<file path="src/design/cxc_consts.vh">
// Constants for the codec transfer-count and event block.
// Assumes inclusion by the block's design files only.
`ifndef CXC_CONSTS_VH
`define CXC_CONSTS_VH

// ----------------------------------------------------------------
// Sizes
// ----------------------------------------------------------------
`define CXC_CNT_W         16
`define CXC_FIFO_BYTES    7'h40
`define CXC_FIFO_PTR_W    7
`define CXC_ADPCM_BYTES   4
`define CXC_ACC_W         16
`define CXC_STEP_W        7
`define CXC_GAIN_W        6
`define CXC_SMP_W         16

// ----------------------------------------------------------------
// Timer tick
// ----------------------------------------------------------------
`define CXC_CLK_NS        5
`define CXC_TICK_NS       10000
`define CXC_TICK_CYC      (`CXC_TICK_NS / `CXC_CLK_NS)

// ----------------------------------------------------------------
// Full-scale codes
// ----------------------------------------------------------------
`define CXC_POS_FULL      16'h7fff
`define CXC_NEG_FULL      16'h8000

`endif

</file>
<file path="src/design/cxc_mix_sat.v">
// Loopback gain and saturating mixer for one output channel.
// Assumes signed 16-bit samples on the block clock.
`timescale 1ns/1ps
`include "cxc_consts.vh"

module cxc_mix_sat #(
  parameter SW = `CXC_SMP_W,
  parameter GW = `CXC_GAIN_W
) (
  input  wire [SW-1:0] i_play,
  input  wire [SW-1:0] i_loop,
  input  wire          i_loop_on,
  input  wire [GW-1:0] i_atten,
  output wire [SW-1:0] o_mix
);

  // ----------------------------------------------------------------
  // Attenuate and sum
  // ----------------------------------------------------------------
  wire signed [SW-1:0] loop_s = i_loop;
  wire signed [SW-1:0] att_s  = loop_s >>> (i_atten[3:0]);
  wire signed [SW:0]   sum_s  = {i_play[SW-1], i_play} +
                                (i_loop_on ? {att_s[SW-1], att_s} : {(SW+1){1'b0}});

  // Clip to full scale
  assign o_mix = (sum_s[SW] != sum_s[SW-1]) ?
                 (sum_s[SW] ? `CXC_NEG_FULL : `CXC_POS_FULL) : sum_s[SW-1:0];

endmodule // cxc_mix_sat

</file>
<file path="src/design/cxc_core.v">
// Transfer counting, ADPCM state control, timer, interrupt and loopback.
// Assumes synchronous strobes from host logic and FIFO logic on i_clk.
//
// Behaviour
// - ADPCM lets the FIFO fill to 64 bytes.
// - ADPCM counts one sample per four bytes; status shows byte index.
// - Enable low clears ADPCM accumulator and step; enable starts conversion.
// - Capture hold freezes adaptation after a whole 4-byte word.
// - Frozen capture stops requesting once the host drains the FIFO.
// - Playback underrun in ADPCM freezes adaptation until data returns.
// - Playback accumulator clear resets accumulator only, not step size.
// - Upper base write loads both base halves into current count.
// - DMA runs with enable set and CPU select clear; select changes need gate.
// - DMA samples count down; after zero, interrupt and reload from base.
// - Basic mode reloads the capture count from the playback base.
// - Count rollunder sets count flag and summary; status write clears.
// - Loopback routes ADC data into mixer; split gives separate gains.
// - Mono capture with stereo playback loops into both channels.
// - Mixer sum beyond full scale saturates to full-scale code.
// - Timer loads on enable, ticks 10 us, flags at zero, reloads.
// - Any count rollover sets summary until status write or flags cleared.
// - Interrupt gate low holds IRQ low; summary still tracks events.
// - Capture overrun keeps last whole sample; no overwrite during DMA.
// - Playback underrun repeats last sample unless zero-fill selected.
`timescale 1ns/1ps
`include "cxc_consts.vh"

module cxc_core #(
  parameter CW       = `CXC_CNT_W,
  parameter SW       = `CXC_SMP_W,
  parameter GW       = `CXC_GAIN_W,
  parameter TICK_CYC = `CXC_TICK_CYC
) (
  input  wire          i_clk,
  input  wire          i_rst_b,
  input  wire          i_ce,
  // Mode and control
  input  wire          i_ext_mode,
  input  wire          i_adpcm_play,
  input  wire          i_adpcm_cap,
  input  wire          i_playback_enable,
  input  wire          i_capture_enable,
  input  wire          i_mode_change_gate,
  input  wire          i_sel_wr,
  input  wire          i_sel_play_val,
  input  wire          i_sel_cap_val,
  input  wire          i_adpcm_capture_hold,
  input  wire          i_adpcm_play_acc_clear,
  input  wire          i_irq_gate,
  input  wire          i_play_zero_fill_sel,
  // Base and timer registers
  input  wire          i_play_base_lo_wr,
  input  wire          i_play_base_hi_wr,
  input  wire          i_cap_base_lo_wr,
  input  wire          i_cap_base_hi_wr,
  input  wire [7:0]    i_wdata,
  input  wire [CW-1:0] i_timer_value,
  input  wire          i_countdown_run,
  // Status writes
  input  wire          i_status_port_wr,
  input  wire          i_flag_wr,
  input  wire [4:0]    i_flag_wdata,
  // FIFO side
  input  wire          i_play_byte,
  input  wire          i_cap_byte,
  input  wire          i_play_fifo_empty,
  input  wire          i_cap_fifo_empty,
  input  wire [6:0]    i_cap_fifo_level,
  input  wire          i_adpcm_step,
  input  wire [CW-1:0] i_adpcm_delta,
  input  wire          i_sample_clk,
  input  wire          i_cap_full,
  input  wire          i_cap_new,
  input  wire          i_play_new,
  input  wire          i_dma_busy,
  input  wire          i_cap_stereo,
  input  wire          i_play_stereo,
  input  wire [SW-1:0] i_adc_l,
  input  wire [SW-1:0] i_adc_r,
  input  wire [SW-1:0] i_play_l,
  input  wire [SW-1:0] i_play_r,
  // Loopback
  input  wire          i_loop_route_on,
  input  wire          i_split_loop_gain,
  input  wire [GW-1:0] i_loop_gain_l,
  input  wire [GW-1:0] i_loop_gain_r,
  // Outputs
  output wire          o_play_dma_run,
  output wire          o_cap_dma_run,
  output wire          o_cap_req,
  output reg  [1:0]    o_byte_idx,
  output wire [6:0]    o_fifo_limit,
  output reg  [CW-1:0] o_play_count,
  output reg  [CW-1:0] o_cap_count,
  output reg           o_playback_count_flag,
  output reg           o_capture_count_flag,
  output reg           o_countdown_done_flag,
  output reg           o_play_starve_flag,
  output reg           o_cap_overrun_flag,
  output reg           o_irq_summary,
  output reg           o_irq,
  output reg           o_playback_cpu_transfer_sel,
  output reg           o_capture_cpu_transfer_sel,
  output reg  [CW-1:0] o_cap_acc,
  output reg  [6:0]    o_cap_step,
  output reg  [CW-1:0] o_play_acc,
  output reg  [6:0]    o_play_step,
  output reg  [SW-1:0] o_cap_sample,
  output reg  [SW-1:0] o_dac_l,
  output reg  [SW-1:0] o_dac_r
);

  // ----------------------------------------------------------------
  // Helpers
  // ----------------------------------------------------------------
  function [6:0] step_next;
    input [6:0] s;
    begin
      step_next = (s == 7'h58) ? s : s + 7'h01;
    end
  endfunction

  localparam [1:0] ST_RUN  = 2'b01;
  localparam [1:0] ST_HOLD = 2'b10;

  localparam TW = 14;

  reg  [7:0]    play_lo_q;
  reg  [7:0]    play_hi_q;
  reg  [7:0]    cap_lo_q;
  reg  [7:0]    cap_hi_q;
  reg  [CW-1:0] tmr_q;
  reg  [TW-1:0] tick_q;
  reg           tmr_run_q;
  reg  [1:0]    pbyte_q;
  reg  [1:0]    cbyte_q;
  reg  [1:0]    cst_q;
  reg           pfrz_q;
  reg  [SW-1:0] hold_l_q;
  reg  [SW-1:0] hold_r_q;
  reg           starve_q;

  wire [CW-1:0] play_base = {play_hi_q, play_lo_q};
  wire [CW-1:0] cap_base  = i_ext_mode ? {cap_hi_q, cap_lo_q} : play_base;

  // ----------------------------------------------------------------
  // DMA gating
  // ----------------------------------------------------------------
  assign o_play_dma_run = i_playback_enable & ~o_playback_cpu_transfer_sel;
  assign o_cap_dma_run  = i_capture_enable & ~o_capture_cpu_transfer_sel;
  assign o_fifo_limit   = `CXC_FIFO_BYTES;
  assign o_cap_req      = o_cap_dma_run & ~i_cap_fifo_empty &
                          ~(cst_q == ST_HOLD && i_cap_fifo_level == 7'h00);

  // Sample boundary per direction; ADPCM counts per 4-byte word
  wire play_smp = i_play_byte & o_play_dma_run & (~i_adpcm_play | (pbyte_q == 2'h3));
  wire cap_smp  = i_cap_byte & o_cap_dma_run & (~i_adpcm_cap | (cbyte_q == 2'h3));
  wire cap_word = i_cap_byte & (cbyte_q == 2'h3);

  wire tick     = (tick_q == TICK_CYC[TW-1:0] - 14'h0001);
  wire tmr_ev   = tmr_run_q & tick & (tmr_q == {CW{1'b0}});
  wire play_ev  = play_smp & (o_play_count == {CW{1'b0}});
  wire cap_ev   = cap_smp & (o_cap_count == {CW{1'b0}});
  wire p_keep   = o_playback_count_flag & ~i_status_port_wr & ~(i_flag_wr & ~i_flag_wdata[0]);
  wire c_keep   = o_capture_count_flag & ~i_status_port_wr & ~(i_flag_wr & ~i_flag_wdata[1]);
  wire t_keep   = o_countdown_done_flag & ~i_status_port_wr & ~(i_flag_wr & ~i_flag_wdata[2]);

  // ----------------------------------------------------------------
  // Registers, counts and flags
  // ----------------------------------------------------------------
  always @(posedge i_clk or negedge i_rst_b) begin
    if (!i_rst_b) begin
      play_lo_q <= 8'h00;
      play_hi_q <= 8'h00;
      cap_lo_q <= 8'h00;
      cap_hi_q <= 8'h00;
      o_play_count <= 16'h0000;
      o_cap_count <= 16'h0000;
      tmr_q <= 16'h0000;
      tick_q <= 14'h0000;
      tmr_run_q <= 1'b0;
      pbyte_q <= 2'h0;
      cbyte_q <= 2'h0;
      o_byte_idx <= 2'h0;
      o_playback_cpu_transfer_sel <= 1'b0;
      o_capture_cpu_transfer_sel <= 1'b0;
      o_playback_count_flag <= 1'b0;
      o_capture_count_flag <= 1'b0;
      o_countdown_done_flag <= 1'b0;
      o_play_starve_flag <= 1'b0;
      o_cap_overrun_flag <= 1'b0;
      o_irq_summary <= 1'b0;
      o_irq <= 1'b0;
    end else if (i_ce) begin
      if (i_sel_wr && i_mode_change_gate) begin
        o_playback_cpu_transfer_sel <= i_sel_play_val;
        o_capture_cpu_transfer_sel <= i_sel_cap_val;
      end
      if (i_play_base_lo_wr)
        play_lo_q <= i_wdata;
      if (i_cap_base_lo_wr)
        cap_lo_q <= i_wdata;
      if (i_play_byte)
        pbyte_q <= pbyte_q + 2'h1;
      if (i_cap_byte)
        cbyte_q <= cbyte_q + 2'h1;
      o_byte_idx <= o_playback_cpu_transfer_sel ? pbyte_q : cbyte_q;
      // Playback count
      if (i_play_base_hi_wr) begin
        play_hi_q <= i_wdata;
        o_play_count <= {i_wdata, play_lo_q};
      end else if (play_ev)
        o_play_count <= play_base;
      else if (play_smp)
        o_play_count <= o_play_count - 16'h0001;
      // Capture count
      if (i_cap_base_hi_wr) begin
        cap_hi_q <= i_wdata;
        o_cap_count <= {i_wdata, cap_lo_q};
      end else if (cap_ev)
        o_cap_count <= cap_base;
      else if (cap_smp)
        o_cap_count <= o_cap_count - 16'h0001;
      // Timer
      tmr_run_q <= i_countdown_run;
      tick_q <= tick ? 14'h0000 : tick_q + 14'h0001;
      if (i_countdown_run && !tmr_run_q)
        tmr_q <= i_timer_value;
      else if (tmr_run_q && tick)
        tmr_q <= (tmr_q == {CW{1'b0}}) ? i_timer_value : tmr_q - 16'h0001;
      // Count flags: set wins over clear
      o_playback_count_flag <= play_ev | p_keep;
      o_capture_count_flag <= cap_ev | c_keep;
      o_countdown_done_flag <= tmr_ev | t_keep;
      o_irq_summary <= play_ev | cap_ev | tmr_ev |
        (o_irq_summary & (p_keep | c_keep | t_keep));
      o_irq <= i_irq_gate & (play_ev | cap_ev | tmr_ev | o_irq_summary);
      // Error flags
      o_play_starve_flag <= starve_q |
        (o_play_starve_flag & ~(i_flag_wr & ~i_flag_wdata[3] & ~i_play_fifo_empty));
      o_cap_overrun_flag <= (i_cap_full & i_cap_new) |
        (o_cap_overrun_flag & ~(i_flag_wr & ~i_flag_wdata[4] & ~i_cap_full));
    end
  end

  // ----------------------------------------------------------------
  // ADPCM capture state
  // ----------------------------------------------------------------
  always @(posedge i_clk or negedge i_rst_b) begin
    if (!i_rst_b) begin
      o_cap_acc <= 16'h0000;
      o_cap_step <= 7'h00;
      cst_q <= ST_RUN;
    end else if (i_ce) begin
      if (!i_capture_enable) begin
        o_cap_acc <= 16'h0000;
        o_cap_step <= 7'h00;
        cst_q <= ST_RUN;
      end else begin
        case (cst_q)
          ST_RUN: begin
            if (i_adpcm_step) begin
              o_cap_acc <= o_cap_acc + i_adpcm_delta;
              o_cap_step <= step_next(o_cap_step);
            end
            if (i_adpcm_capture_hold && cap_word)
              cst_q <= ST_HOLD;
          end
          ST_HOLD: begin
            if (!i_adpcm_capture_hold)
              cst_q <= ST_RUN;
          end
          default: cst_q <= ST_RUN;
        endcase
      end
    end
  end

  // ----------------------------------------------------------------
  // ADPCM playback state
  // ----------------------------------------------------------------
  always @(posedge i_clk or negedge i_rst_b) begin
    if (!i_rst_b) begin
      o_play_acc <= 16'h0000;
      o_play_step <= 7'h00;
      pfrz_q <= 1'b0;
    end else if (i_ce) begin
      if (!i_playback_enable) begin
        o_play_acc <= 16'h0000;
        o_play_step <= 7'h00;
        pfrz_q <= 1'b0;
      end else begin
        if (i_adpcm_play && starve_q)
          pfrz_q <= 1'b1;
        else if (i_play_new)
          pfrz_q <= 1'b0;
        if (i_adpcm_play_acc_clear)
          o_play_acc <= 16'h0000;
        else if (i_adpcm_step && !pfrz_q)
          o_play_acc <= o_play_acc + i_adpcm_delta;
        if (i_adpcm_step && !pfrz_q)
          o_play_step <= step_next(o_play_step);
      end
    end
  end

  // ----------------------------------------------------------------
  // Sample path: overrun, underrun, loopback
  // ----------------------------------------------------------------
  wire [SW-1:0] loop_r = i_cap_stereo ? i_adc_r : i_adc_l;
  wire [GW-1:0] gain_r = i_split_loop_gain ? i_loop_gain_r : i_loop_gain_l;
  wire [SW-1:0] src_l  = starve_q ? (i_play_zero_fill_sel ? {SW{1'b0}} : hold_l_q) : i_play_l;
  wire [SW-1:0] src_r0 = starve_q ? (i_play_zero_fill_sel ? {SW{1'b0}} : hold_r_q) : i_play_r;
  wire [SW-1:0] src_r  = i_play_stereo ? src_r0 : src_l;
  wire [SW-1:0] mix_l;
  wire [SW-1:0] mix_r;

  always @(posedge i_clk or negedge i_rst_b) begin
    if (!i_rst_b) begin
      o_cap_sample <= 16'h0000;
      hold_l_q <= 16'h0000;
      hold_r_q <= 16'h0000;
      starve_q <= 1'b0;
      o_dac_l <= 16'h0000;
      o_dac_r <= 16'h0000;
    end else if (i_ce) begin
      if (i_cap_new && !i_cap_full && !i_dma_busy)
        o_cap_sample <= i_adc_l;
      if (i_sample_clk) begin
        starve_q <= i_play_fifo_empty & i_playback_enable;
        if (!starve_q) begin
          hold_l_q <= i_play_l;
          hold_r_q <= i_play_r;
        end
        o_dac_l <= mix_l;
        o_dac_r <= mix_r;
      end
    end
  end

  cxc_mix_sat #(.SW(SW), .GW(GW)) u_mix_l (
    .i_play    (src_l),
    .i_loop    (i_adc_l),
    .i_loop_on (i_loop_route_on),
    .i_atten   (i_loop_gain_l),
    .o_mix     (mix_l)
  );

  cxc_mix_sat #(.SW(SW), .GW(GW)) u_mix_r (
    .i_play    (src_r),
    .i_loop    (loop_r),
    .i_loop_on (i_loop_route_on),
    .i_atten   (gain_r),
    .o_mix     (mix_r)
  );

endmodule // cxc_core

</file>
<file path="config.mk">
export PLATFORM = sky130hd
export DESIGN_NAME = cxc_core
export DESIGN_NICKNAME = d
export VERILOG_FILES = /design/src/design/cxc_mix_sat.v /design/src/design/cxc_core.v
export VERILOG_INCLUDE_DIRS = /design/src /design/src/design
export SDC_FILE = /design/constraint.sdc
export NUM_CORES = 1
export LEC_CHECK = 0
export ABC_AREA = 1
export BUFFER_PORTS_ARGS = -buffer_cell sky130_fd_sc_hd__buf_2
export CAP_MARGIN = 10
export CORE_UTILIZATION = 40
export DETAILED_ROUTE_END_ITERATION = 7
export PLACE_DENSITY = 0.57
export SLEW_MARGIN = 5
export SYNTH_ARGS = -nofsm -noshare
export SYNTH_HDL_FRONTEND = slang
export SYNTH_SLANG_ARGS = --single-unit
</file>
<file path="constraint.sdc">
create_clock -name i_clk -period 3.61 [get_ports i_clk]
set_input_delay 0.722 -clock i_clk [delete_from_list [all_inputs] [get_ports i_clk]]
set_output_delay 0.722 -clock i_clk [all_outputs]
set_load 0.02 [all_outputs]
</file>
* Yosys cells after proc, flatten, opt, wreduce, memory -nomap -nowiden
Index checks and enable logic that the tools add are counted.
** Storage, ports and cells
- Register bits after elaboration :: 240
- Input bits :: 165
- Word-level logic and storage cells :: 214
** Operators by class
- $add $sub $neg :: 12
- Equal/unequal tests :: 18
- Shifts and indexed selects :: 2
- Multiplexer cells :: 45
- Bitwise gates (word level) :: 65
- Reduce and logical (&&, ||, !) cells :: 39
** Operator list (count)
- 16-bit two-way mux :: 26
- 7-bit two-way mux :: 7
- 16-bit logical NOT :: 3
- 16-bit by 1-bit subtractor with 16-bit output (second input constant) :: 3
- 17-bit adder :: 2
- 17-bit two-way mux :: 2
- 16-bit adder :: 2
- 1-bit bitwise AND :: 32
- 16-bit by 4-bit >>> shifter with 16-bit output :: 2
- 2-bit AND reduction :: 14
- 1-bit NOT :: 20
- 14-bit by 1-bit adder with 14-bit output (second input constant) :: 1
- 7-bit by 1-bit adder with 7-bit output (second input constant) :: 2
- 14-bit by 11-bit == test with 1-bit output (second input constant) :: 1
- 7-bit == test (second input constant) :: 2
- 14-bit two-way mux :: 1
- 1-bit bitwise OR :: 13
- 3-bit AND reduction :: 4
- 1-bit logical AND :: 9
- 2-bit two-way mux :: 4
- 7-bit logical NOT :: 1
- 2-bit == test (second input constant) :: 3
- 2-bit by 1-bit != test with 1-bit output (second input constant) :: 3
- 3-bit by 1-bit != test with 1-bit output (second input constant) :: 2
- other kinds (12) :: 22

* Longest topological paths before layout
Gate-level depths: netlist (run 1).
- Word-level depth :: 9
- Mapped depth :: 27
- Mapped depth without buffers :: 25

* By module
Synthesis (run 1) repeated with hierarchy kept, for this count alone.
** Unflattened totals
- Cells, all modules :: 2741
- Area, all modules :: 17929.7 um^2
** Modules (own cells, without submodules)
- cxc_core :: instances 1, cells each 2067, area an instance 14521.4 um^2, seq. area each 6007.0 um^2
- cxc_mix_sat :: instances 2, cells each 337, area an instance 1704.1 um^2, seq. area each 0.0 um^2

* Worst setup path before layout (run 1)
Ideal clock, no wire load.
- Path type :: input -> register
- Start :: in i_split_loop_gain
- End :: reg o_dac_r[13]
- Setup time :: 0.120 ns
- Arrival time :: 3.360 ns
- Slack :: 0.130 ns
- Stages on the path :: 25
- Buffers on the path :: 3
- Cells stage by stage :: buf_6 nor2_2 nor2_8 buf_6 nand2_1 o21ai_0 o211ai_1 nand3_1 a21oi_1 ha_1 inv_1 fa_1 inv_1 nand2_1 nand2_1 nand3_1 nand2_2 nand2_1 nand2_1 nand2_1 nand2_1 nand2_2 nand2_2 buf_6 a21oi_2
** Between the ends
- Word-level cells in the longest chain between the ends :: 6
** RTL lines
- start, declared :: line cxc_core.v:84 : input wire i_split_loop_gain,
- 4-bit two-way mux * :: line cxc_core.v:311 : wire [GW-1:0] gain_r = i_split_loop_gain ? i_loop_gain_r : i_loop_gain_l;
- 16-bit by 4-bit >>> shifter with 16-bit output * :: line cxc_mix_sat.v:21 : wire signed [SW-1:0] att_s = loop_s >>> (i_atten[3:0]);
- 17-bit two-way mux * :: line cxc_mix_sat.v:23 : (i_loop_on ? {att_s[SW-1], att_s} : {(SW+1){1'b0}});
- 17-bit adder * :: line cxc_mix_sat.v:22 : wire signed [SW:0] sum_s = {i_play[SW-1], i_play} +
- 16-bit two-way mux (no line) or 1-bit != test (tied branches)
- 16-bit two-way mux * :: line cxc_mix_sat.v:26 : assign o_mix = (sum_s[SW] != sum_s[SW-1]) ?
- end signal, assigned :: line cxc_core.v:336 : o_dac_r <= mix_r;
- end, declared :: line cxc_core.v:110 : output reg [SW-1:0] o_dac_r
Every way passes the cells marked *; elsewhere a longest branch is shown, timed or not.
A chain may end at the register's enable or synchronous reset.

* Worst setup path in the final report (run 1)
- Start :: in i_loop_gain_l[0]
- End :: reg o_dac_l[2]
** Between the ends
- Word-level cells in the longest chain between the ends :: 5
** RTL lines
- start, declared :: line cxc_core.v:85 : input wire [GW-1:0] i_loop_gain_l,
- 16-bit by 4-bit >>> shifter with 16-bit output * :: line cxc_mix_sat.v:21
- 17-bit two-way mux * :: line cxc_mix_sat.v:23
- 17-bit adder * :: line cxc_mix_sat.v:22
- 16-bit two-way mux (no line) or 1-bit != test (tied branches)
- 16-bit two-way mux * :: line cxc_mix_sat.v:26
- end signal, assigned :: line cxc_core.v:335 : o_dac_l <= mix_l;
- end, declared :: line cxc_core.v:109 : output reg [SW-1:0] o_dac_l,
Marked as above.

==> impl_metrics.csv, run 1 <==
group,metric,value,unit
status,status,"complete, no violations",
pwr,p_seq_share,34.1,%
route,drt_iter0_drc,1101,
setup_path,path_class,"in2reg",
pwr,power.density,545.8,mW/mm^2
pwr,sw_frac_of_total,40.09,%
sta,max_freq,304.8,MHz
grt,grt_max_degree,75,
synthesis,yosysWarnings,0,
synthesis,syn-cell-area,0.01702,sq mm
sta,finalMaxSlewViolations,0,
route,antenna_left,0,
route,post_drt_wl_per_cell,15.59,microns
floorplanning,coreArea,0.04195,sq mm
placement,dpl.cell_count,3337,
setup_path,cp.required,4090,ps
clock_tree,cts_root_buf,"clkbuf_16",
layout,drive_above_1_share,20.76,%
setup_path,end_kind,"flip-flop",
floorplanning,start_util,40.58,%
clock_tree,cts_tree,"built",
flow_run,max_cap_viol_count,0,
grt,grt_pass1_vias,16260,
floorplanning,io_pins,312,
setup_path,arrival,3770,ps
pwr,p_sw,4594,uW
clock_tree,htree_levels,1,
floorplanning,chipHeight,208.3,microns
clock_tree,cts_buffers,30,
grt,grt_usage,24.30,%
setup_path,start_kind,"input pin",
floorplanning,die_w,208.3,microns
synthesis,ys_seq_elements,240,
synthesis,yosys-top-cells-area,"dfrtp_1 35%, nand2_1 14%, o21ai_0 6.8%, inv_1 6.4%, ha_1 5.4%",
synthesis,ys.flop_type,"dfrtp_1",
floorplanning,die_area,0.04339,sq mm
sta,slew_headroom,47.84,%
pwr,p_int,6865,uW
sta,fin_crit_sh,90.89,%
setup_path,r2r_slack,440,ps
layout,layout.cells.non_filler,3392,
synthesis,yosysTopAreaCell,"dfrtp_1",
route,routed_wl,52890,microns
clock_tree,cts_buffer_depth,3,
synthesis,synth.most_common_cell,"nand2_1",
layout,synthToLayoutAreaGrowth,23.33,%
route,num_vias,17120,
pwr,ir_drop,0.0004370,V
synthesis,synth_edf_count,0,
placement,placement.cell_area,0.02002,sq mm
sta,worst_pin_slew,782.3,ps
clock_tree,clk_pin_slew_worst_paths,60,ps
clock_tree,worst_skew_pair.late_latency,590,ps
placement,place_congestion,0.9150,
sta,finClkSkew,37.71,ps
clock_tree,cts_num_sinks,240,
synthesis,avgSynthCellArea,7.017,sq um
sta,tns,0,ps
pwr,p_leak,0.01104,uW
layout,fill_cells,4306,
route,viasPerCell,5.047,
synthesis,ys_seq_area_share,35.29,%
synthesis,synth_top_area_share,35.13,%
pwr,clkPwrFrac,26.1,%
route,drc_errors,0,
pwr,p_comb_share,39.8,%
layout,final_area,0.02100,sq mm
setup_path,crit_fanout,14,
layout,num-nets-final,3072,
synthesis,synthArstFlopShare,100.0,%
grt,antenna_found_initial,3,
grt,grt_pass1_wl,85370,microns
floorplanning,rows,75,
synthesis,syn_inst,2426,
sta,period_needed,3281,ps
clock_tree,postCtsSetupBuffers,0,
route,drtPass1Iterations,5,
synthesis,synth_cell_types,62,
sta,hold_viol_final,0,
synthesis,synth_common_cells,"642 x nand2_1, 291 x inv_1, 239 x dfrtp_1",
placement,port_buffers,300,
grt,overflow,0,
placement,hpwl,41200,microns
sta,setup_violations,0,
min_path,hp-class,"in2async",
cell type report:
cell class | instances | area, sq um | area share, %
multi-input cells | 1790 | 9399 | 44.77
diodes | 2 | 5.005 | 0.02384
well taps | 539 | 674.4 | 3.212
flip-flops and latches | 240 | 6007 | 28.61
repair buffers | 453 | 2760 | 13.15
clock buffers | 49 | 913.4 | 4.350
clock inverters | 4 | 52.55 | 0.2503
inverters | 315 | 1184 | 5.638
cells in the final DEF, fill, tap and decap left out, types with 10 or more instances in the layout:
| master | n |
|---|---|
| a21oi_1 | 146 |
| a21oi_2 | 23 |
| buf_2 | 299 |
| buf_4 | 145 |
| clkbuf_1 | 11 |
| clkbuf_16 | 31 |
| dfrtp_1 | 239 |
| ha_1 | 73 |
| inv_1 | 291 |
| inv_2 | 20 |
| nand2_1 | 642 |
| nand3_1 | 103 |
| nand4_1 | 10 |
| nor2_1 | 210 |
| nor3_1 | 37 |
| o211ai_1 | 29 |
| o21ai_0 | 228 |
| o21ai_1 | 36 |
| o21ai_2 | 11 |
| o21bai_1 | 12 |
| o221ai_1 | 12 |
| o22ai_1 | 32 |
| or2_2 | 10 |
| xnor2_1 | 18 |
| xor2_1 | 49 |
routing by layer:
layer  routed length (microns)  global-route usage, %
met3                      2611                  2.928
met1                     24840                  33.74
met5                         0                      0
met4                      1355                  6.973
met2                     24080                  39.64
through the flow:
step                      util, %  setup WS [ps]  hold WS, ps  total power [uW]
after floorplan                 -          129.8        426.4              6842
after global placement      47.72         -258.5        460.8              8414
after detailed placement    47.72         -290.5        468.2              8489
after CTS                   50.02          317.4        101.2             11550
after global routing        50.05         -2.962        147.1             12290
final                       50.05          328.8        102.1             11460
flip-flops by register name (all words and copies together) (netlist names), 2 cells and up:
signal / cells
cst_q: 2
o_cap_sample: 16
tmr_q: 16
o_cap_step: 7
cap_lo_q: 8
hold_l_q: 16
o_dac_l: 16
play_hi_q: 8
o_play_step: 7
tick_q: 14
o_byte_idx: 2
o_cap_count: 16
o_cap_acc: 16
o_dac_r: 16
hold_r_q: 16
o_play_count: 16
o_play_acc: 16
pbyte_q: 2
play_lo_q: 8
cbyte_q: 2
cap_hi_q: 8
worst max-delay path: stages:
cell and delay, ps:
buf_2 140, buf_4 160, buf_12 140, o21ai_0 290, o21ai_0 170, nand2_1 90
nand3_1 90, a21oi_2 190, ha_1 190, inv_1 60, fa_1 410, inv_1 60
nand3_1 60, nand2_1 100, nand2_1 70, nand2_2 80, nand2_1 70, nand3_1 70
nand2_1 90, nand2_2 100, buf_4 200, nand2_1 90, a21oi_2 130
kinds of logic after synthesis:
kind of cell	share of synthesized area [%]
multiplexers	0.6174
flip-flops	35.29
adder cells (fa/ha/maj)	5.836
AO/OA/AOI/OAI	19.33
buffers and inverters	9.665
XOR/XNOR	3.447
other	0.04411
AND/OR/NAND/NOR	25.78
power by group through the flow:
stage,Combinational (uW),Clock (uW),Sequential (uW)
final,4560,3000,3900
after floorplan,2560,0,4280
after global placement,4490,0,3920
after global routing,5110,3190,3990
after detailed placement,4550,0,3940
after CTS,4570,3080,3900
path summary, 6_finish.rpt:
check / depth (start not counted) / startpoint / end
worst max-delay path: 23 / i_loop_gain_l[0] / o_dac_l[2]$_DFFE_PN0P_
worst min-delay path: 1 / i_rst_b / o_cap_count[3]$_DFFE_PN0P_
worst max register to register: 19 / starve_q$_DFFE_PN0P_ / o_dac_r[9]$_DFFE_PN0P_
worst min register to register: 2 / o_dac_r[15]$_DFFE_PN0P_ / o_dac_r[15]$_DFFE_PN0P_
max in group asynchronous: 2 / i_rst_b / o_cap_acc[13]$_DFFE_PN0P_
min in group i_clk: 3 / i_sel_play_val / o_playback_cpu_transfer_sel$_DFFE_PN0P_
timing repair:
item                                    CTS  global route
hold buffers                              0             0
endpoints found under the setup margin    0            24
gates resized for setup                   0             4
Power figures use the tool's default switching activity.
==> run 2, diff against run 1 <==
clock period = 3.3 ns   (was 3.61 ns; I/O delays follow)
==> run 2 against run 1 <==
Against the previous run: global-route usage down 0.094 points; sequential power up 9.5%; routed wire length up 0.25%; critical path depth down 3; worst setup slack worse by 140 ps; sequential share of layout area down 0.61 points; count of clock-buffer cells in the layout down 10; clock skew down 24 ps; non-clock buffer count up 40; utilization up 1.1 points; largest cell class unchanged.
==> impl_metrics.csv, run 2 (synthesized netlist as in run 1, its figures left out) <==
group,metric,value,unit
status,status,"complete, no violations",
sta,slew_headroom,46.11,%
clock_tree,holdBufCountCts,0,
pwr,power.density,599.1,mW/mm^2
placement,pre_cts_slack,-499.2,ps
layout,multi_input_area,0.009510,sq mm
layout,final_area,0.02145,sq mm
route,met3_length,2482,microns
layout,num-nets-final,3115,
placement,hpwl,41360,microns
grt,overflow,0,
pwr,p_leak,0.01132,uW
setup_path,timing.rr.start,"starve_q$_DFFE_PN0P_",
route,drt_iter0_drc,1050,
pwr,p_int,7764,uW
grt,grt_pass1_vias,16460,
grt,grt_pass1_wl,85600,microns
clock_tree,cts_root_buf,"clkbuf_16",
sta,hold_viol_final,0,
clock_tree,worst_skew_pair.late_latency,580,ps
floorplanning,io_pins,312,
setup_path,path_buf_inv,3,
layout,seqCellArea,0.006007,sq mm
setup_path,rr_worst_depth,20,
placement,port_buffers,300,
route,drtPass1Iterations,6,
floorplanning,start_util,40.58,%
grt,grt_max_degree,71,
route,viasPerCell,5.019,
flow_run,max_cap_viol_count,0,
route,num_vias,17250,
pwr,ir_drop,0.0003757,V
route,top_layer_used,"met4",
setup_path,cp_slowest_stage_delay,390,ps
sta,finClkSkew,13.85,ps
route,met2_length,24560,microns
route,antenna_left,0,
route,wl_met1,24370,microns
setup_path,cp_top_family,"simple AND/OR/NAND/NOR gates",
pwr,p_seq_share,33.2,%
setup_path,crit_fanout,8,
setup_path,critPathMostFrequentCell,"nand2_1",
setup_path,arrival,3570,ps
layout,final_common_cell,"nand2_1",
clock_tree,clk_pin_slew_worst_paths,60,ps
setup_path,start_kind,"flip-flop",
layout,fill_cells,4278,
setup_path,cp.depth,20,
pwr,p_comb_share,39.6,%
clock_tree,cts_tree,"built",
pwr,p_sw,5089,uW
grt,antenna_found_initial,2,
layout,mostFrequentLayoutCells,"639 x nand2_1, 296 x buf_2, 291 x inv_1",
setup_path,end_kind,"flip-flop",
floorplanning,coreArea,0.04195,sq mm
setup_path,cp.required,3760,ps
sta,worst_pin_slew,808.2,ps
setup_path,r2r_slack,190,ps
grt,grt_usage,24.20,%
setup_path,rr_endpoint,"o_dac_r[10]$_DFFE_PN0P_",
route,post_drt_wl_per_cell,15.43,microns
sta,fin_crit_sh,94.17,%
floorplanning,rows,75,
clock_tree,cts_num_sinks,240,
clock_tree,cts_buffer_depth,3,
sta,setup_violations,0,
floorplanning,die_area,0.04339,sq mm
pwr,power,12850,uW
sta,finalMaxSlewViolations,0,
layout,synthToLayoutAreaGrowth,26.02,%
route,drc_errors,0,
min_path,hp-class,"in2async",
placement,placement.cell_area,0.02028,sq mm
floorplanning,die_w,208.3,microns
pwr,clkPwrFrac,27.2,%
setup_path,crit_start,"starve_q$_DFFE_PN0P_",
layout,drive_above_1_share,22.58,%
setup_path,slowest_stage,"fa_2",
setup_path,cp-endpoint,"o_dac_r[10]$_DFFE_PN0P_",
sta,max_freq,321.8,MHz
setup_path,path_class,"reg2reg",
layout,final_util,51.14,%
floorplanning,chipHeight,208.3,microns
route,routed_wl,53020,microns
clock_tree,htree_levels,1,
clock_tree,cts_buffers,30,
pwr,sw_frac_of_total,39.60,%
sta,period_needed,3108,ps
placement,place_congestion,0.9143,
sta,worst_slack,192.4,ps
setup_path,worstPathCellList,"inv_1 > or2_2 > o22ai_1 > nand2_1 > nand2_1 > ha_2 > inv_1 > fa_2 > inv_1 > nand2_1 > nand2_1 > nand3_1 > nand2_2 > nand2_1 > nand2_1 > nand2_1 > nand2_4 > nand2_4 > nand2_8 > a21oi_1",
[run 2: routing by layer]
metal	vias up	global-route usage, %
met5	-	0
met4	0	7.203
met3	93	3.381
met2	405	40.35
met1	7923	32.50
li1	8830	-
[run 2: worst min-delay path by stage]
stage / slack [ps] / endpoint / depth (start not counted)
after floorplan: 360 / cap_hi_q[0]$_DFFE_PN0P_ / 0
after global placement: 460 / cap_hi_q[4]$_DFFE_PN0P_ / 2
after detailed placement: 460 / o_dac_l[15]$_DFFE_PN0P_ / 2
after CTS: 20 / o_cap_count[3]$_DFFE_PN0P_ / 1
after global routing: 30 / o_cap_count[4]$_DFFE_PN0P_ / 1
final: 30 / o_cap_count[4]$_DFFE_PN0P_ / 1
[run 2: timing repair]
| action | 4_1_cts | 5_1_grt |
|---|---|---|
| buffers inserted | 0 | 2 |
| endpoints found under the setup margin | 0 | 31 |
| gates resized for setup | 0 | 31 |
[run 2: final cells by class]
| class | count | share of cell area (%) |
|---|---|---|
| diodes | 1 | 0.01166 |
| repair buffers | 493 | 14.13 |
| flip-flops and latches | 240 | 28.00 |
| clock buffers | 39 | 3.797 |
| inverters | 315 | 5.517 |
| well taps | 539 | 3.144 |
| multi-input cells | 1793 | 44.33 |
| clock inverters | 17 | 1.073 |
[run 2: through the flow]
| stage | TNS [ps] | hold slack, ps | instances |
|---|---|---|---|
| 2_1_floorplan | 0 | 364.4 | 2431 |
| 3_3_place_gp | -11690 | 460.1 | 3375 |
| 3_5_place_dp | -13410 | 461.2 | 3375 |
| 4_1_cts | 0 | 23.10 | 3431 |
| 5_1_grt | -211.4 | 33.84 | 3437 |
| 6_report | 0 | 25.46 | 3437 |
[run 2: worst register-to-register path, stage by stage, from the launching register on]
cell     delay [ps]
dfrtp_1         340
inv_1            70
or2_2           370
o22ai_1         220
nand2_1          80
nand2_1         190
ha_2            220
inv_1            60
fa_2            390
inv_1            60
nand2_1          50
nand2_1          70
nand3_1          90
nand2_2         100
nand2_1          70
nand2_1          70
nand2_1          80
nand2_4         120
nand2_4         120
nand2_8         150
a21oi_1          80
[run 2: power by group through the flow]
| stage | Clock (uW) | Combinational [uW] | Sequential [uW] |
|---|---|---|---|
| 4_1_cts | 3590 | 5070 | 4280 |
| 6_report | 3490 | 5090 | 4270 |
| 5_1_grt | 3710 | 5720 | 4370 |
| 3_5_place_dp | 0 | 5040 | 4320 |
| 3_3_place_gp | 0 | 4980 | 4300 |
| 2_1_floorplan | 0 | 2800 | 4690 |
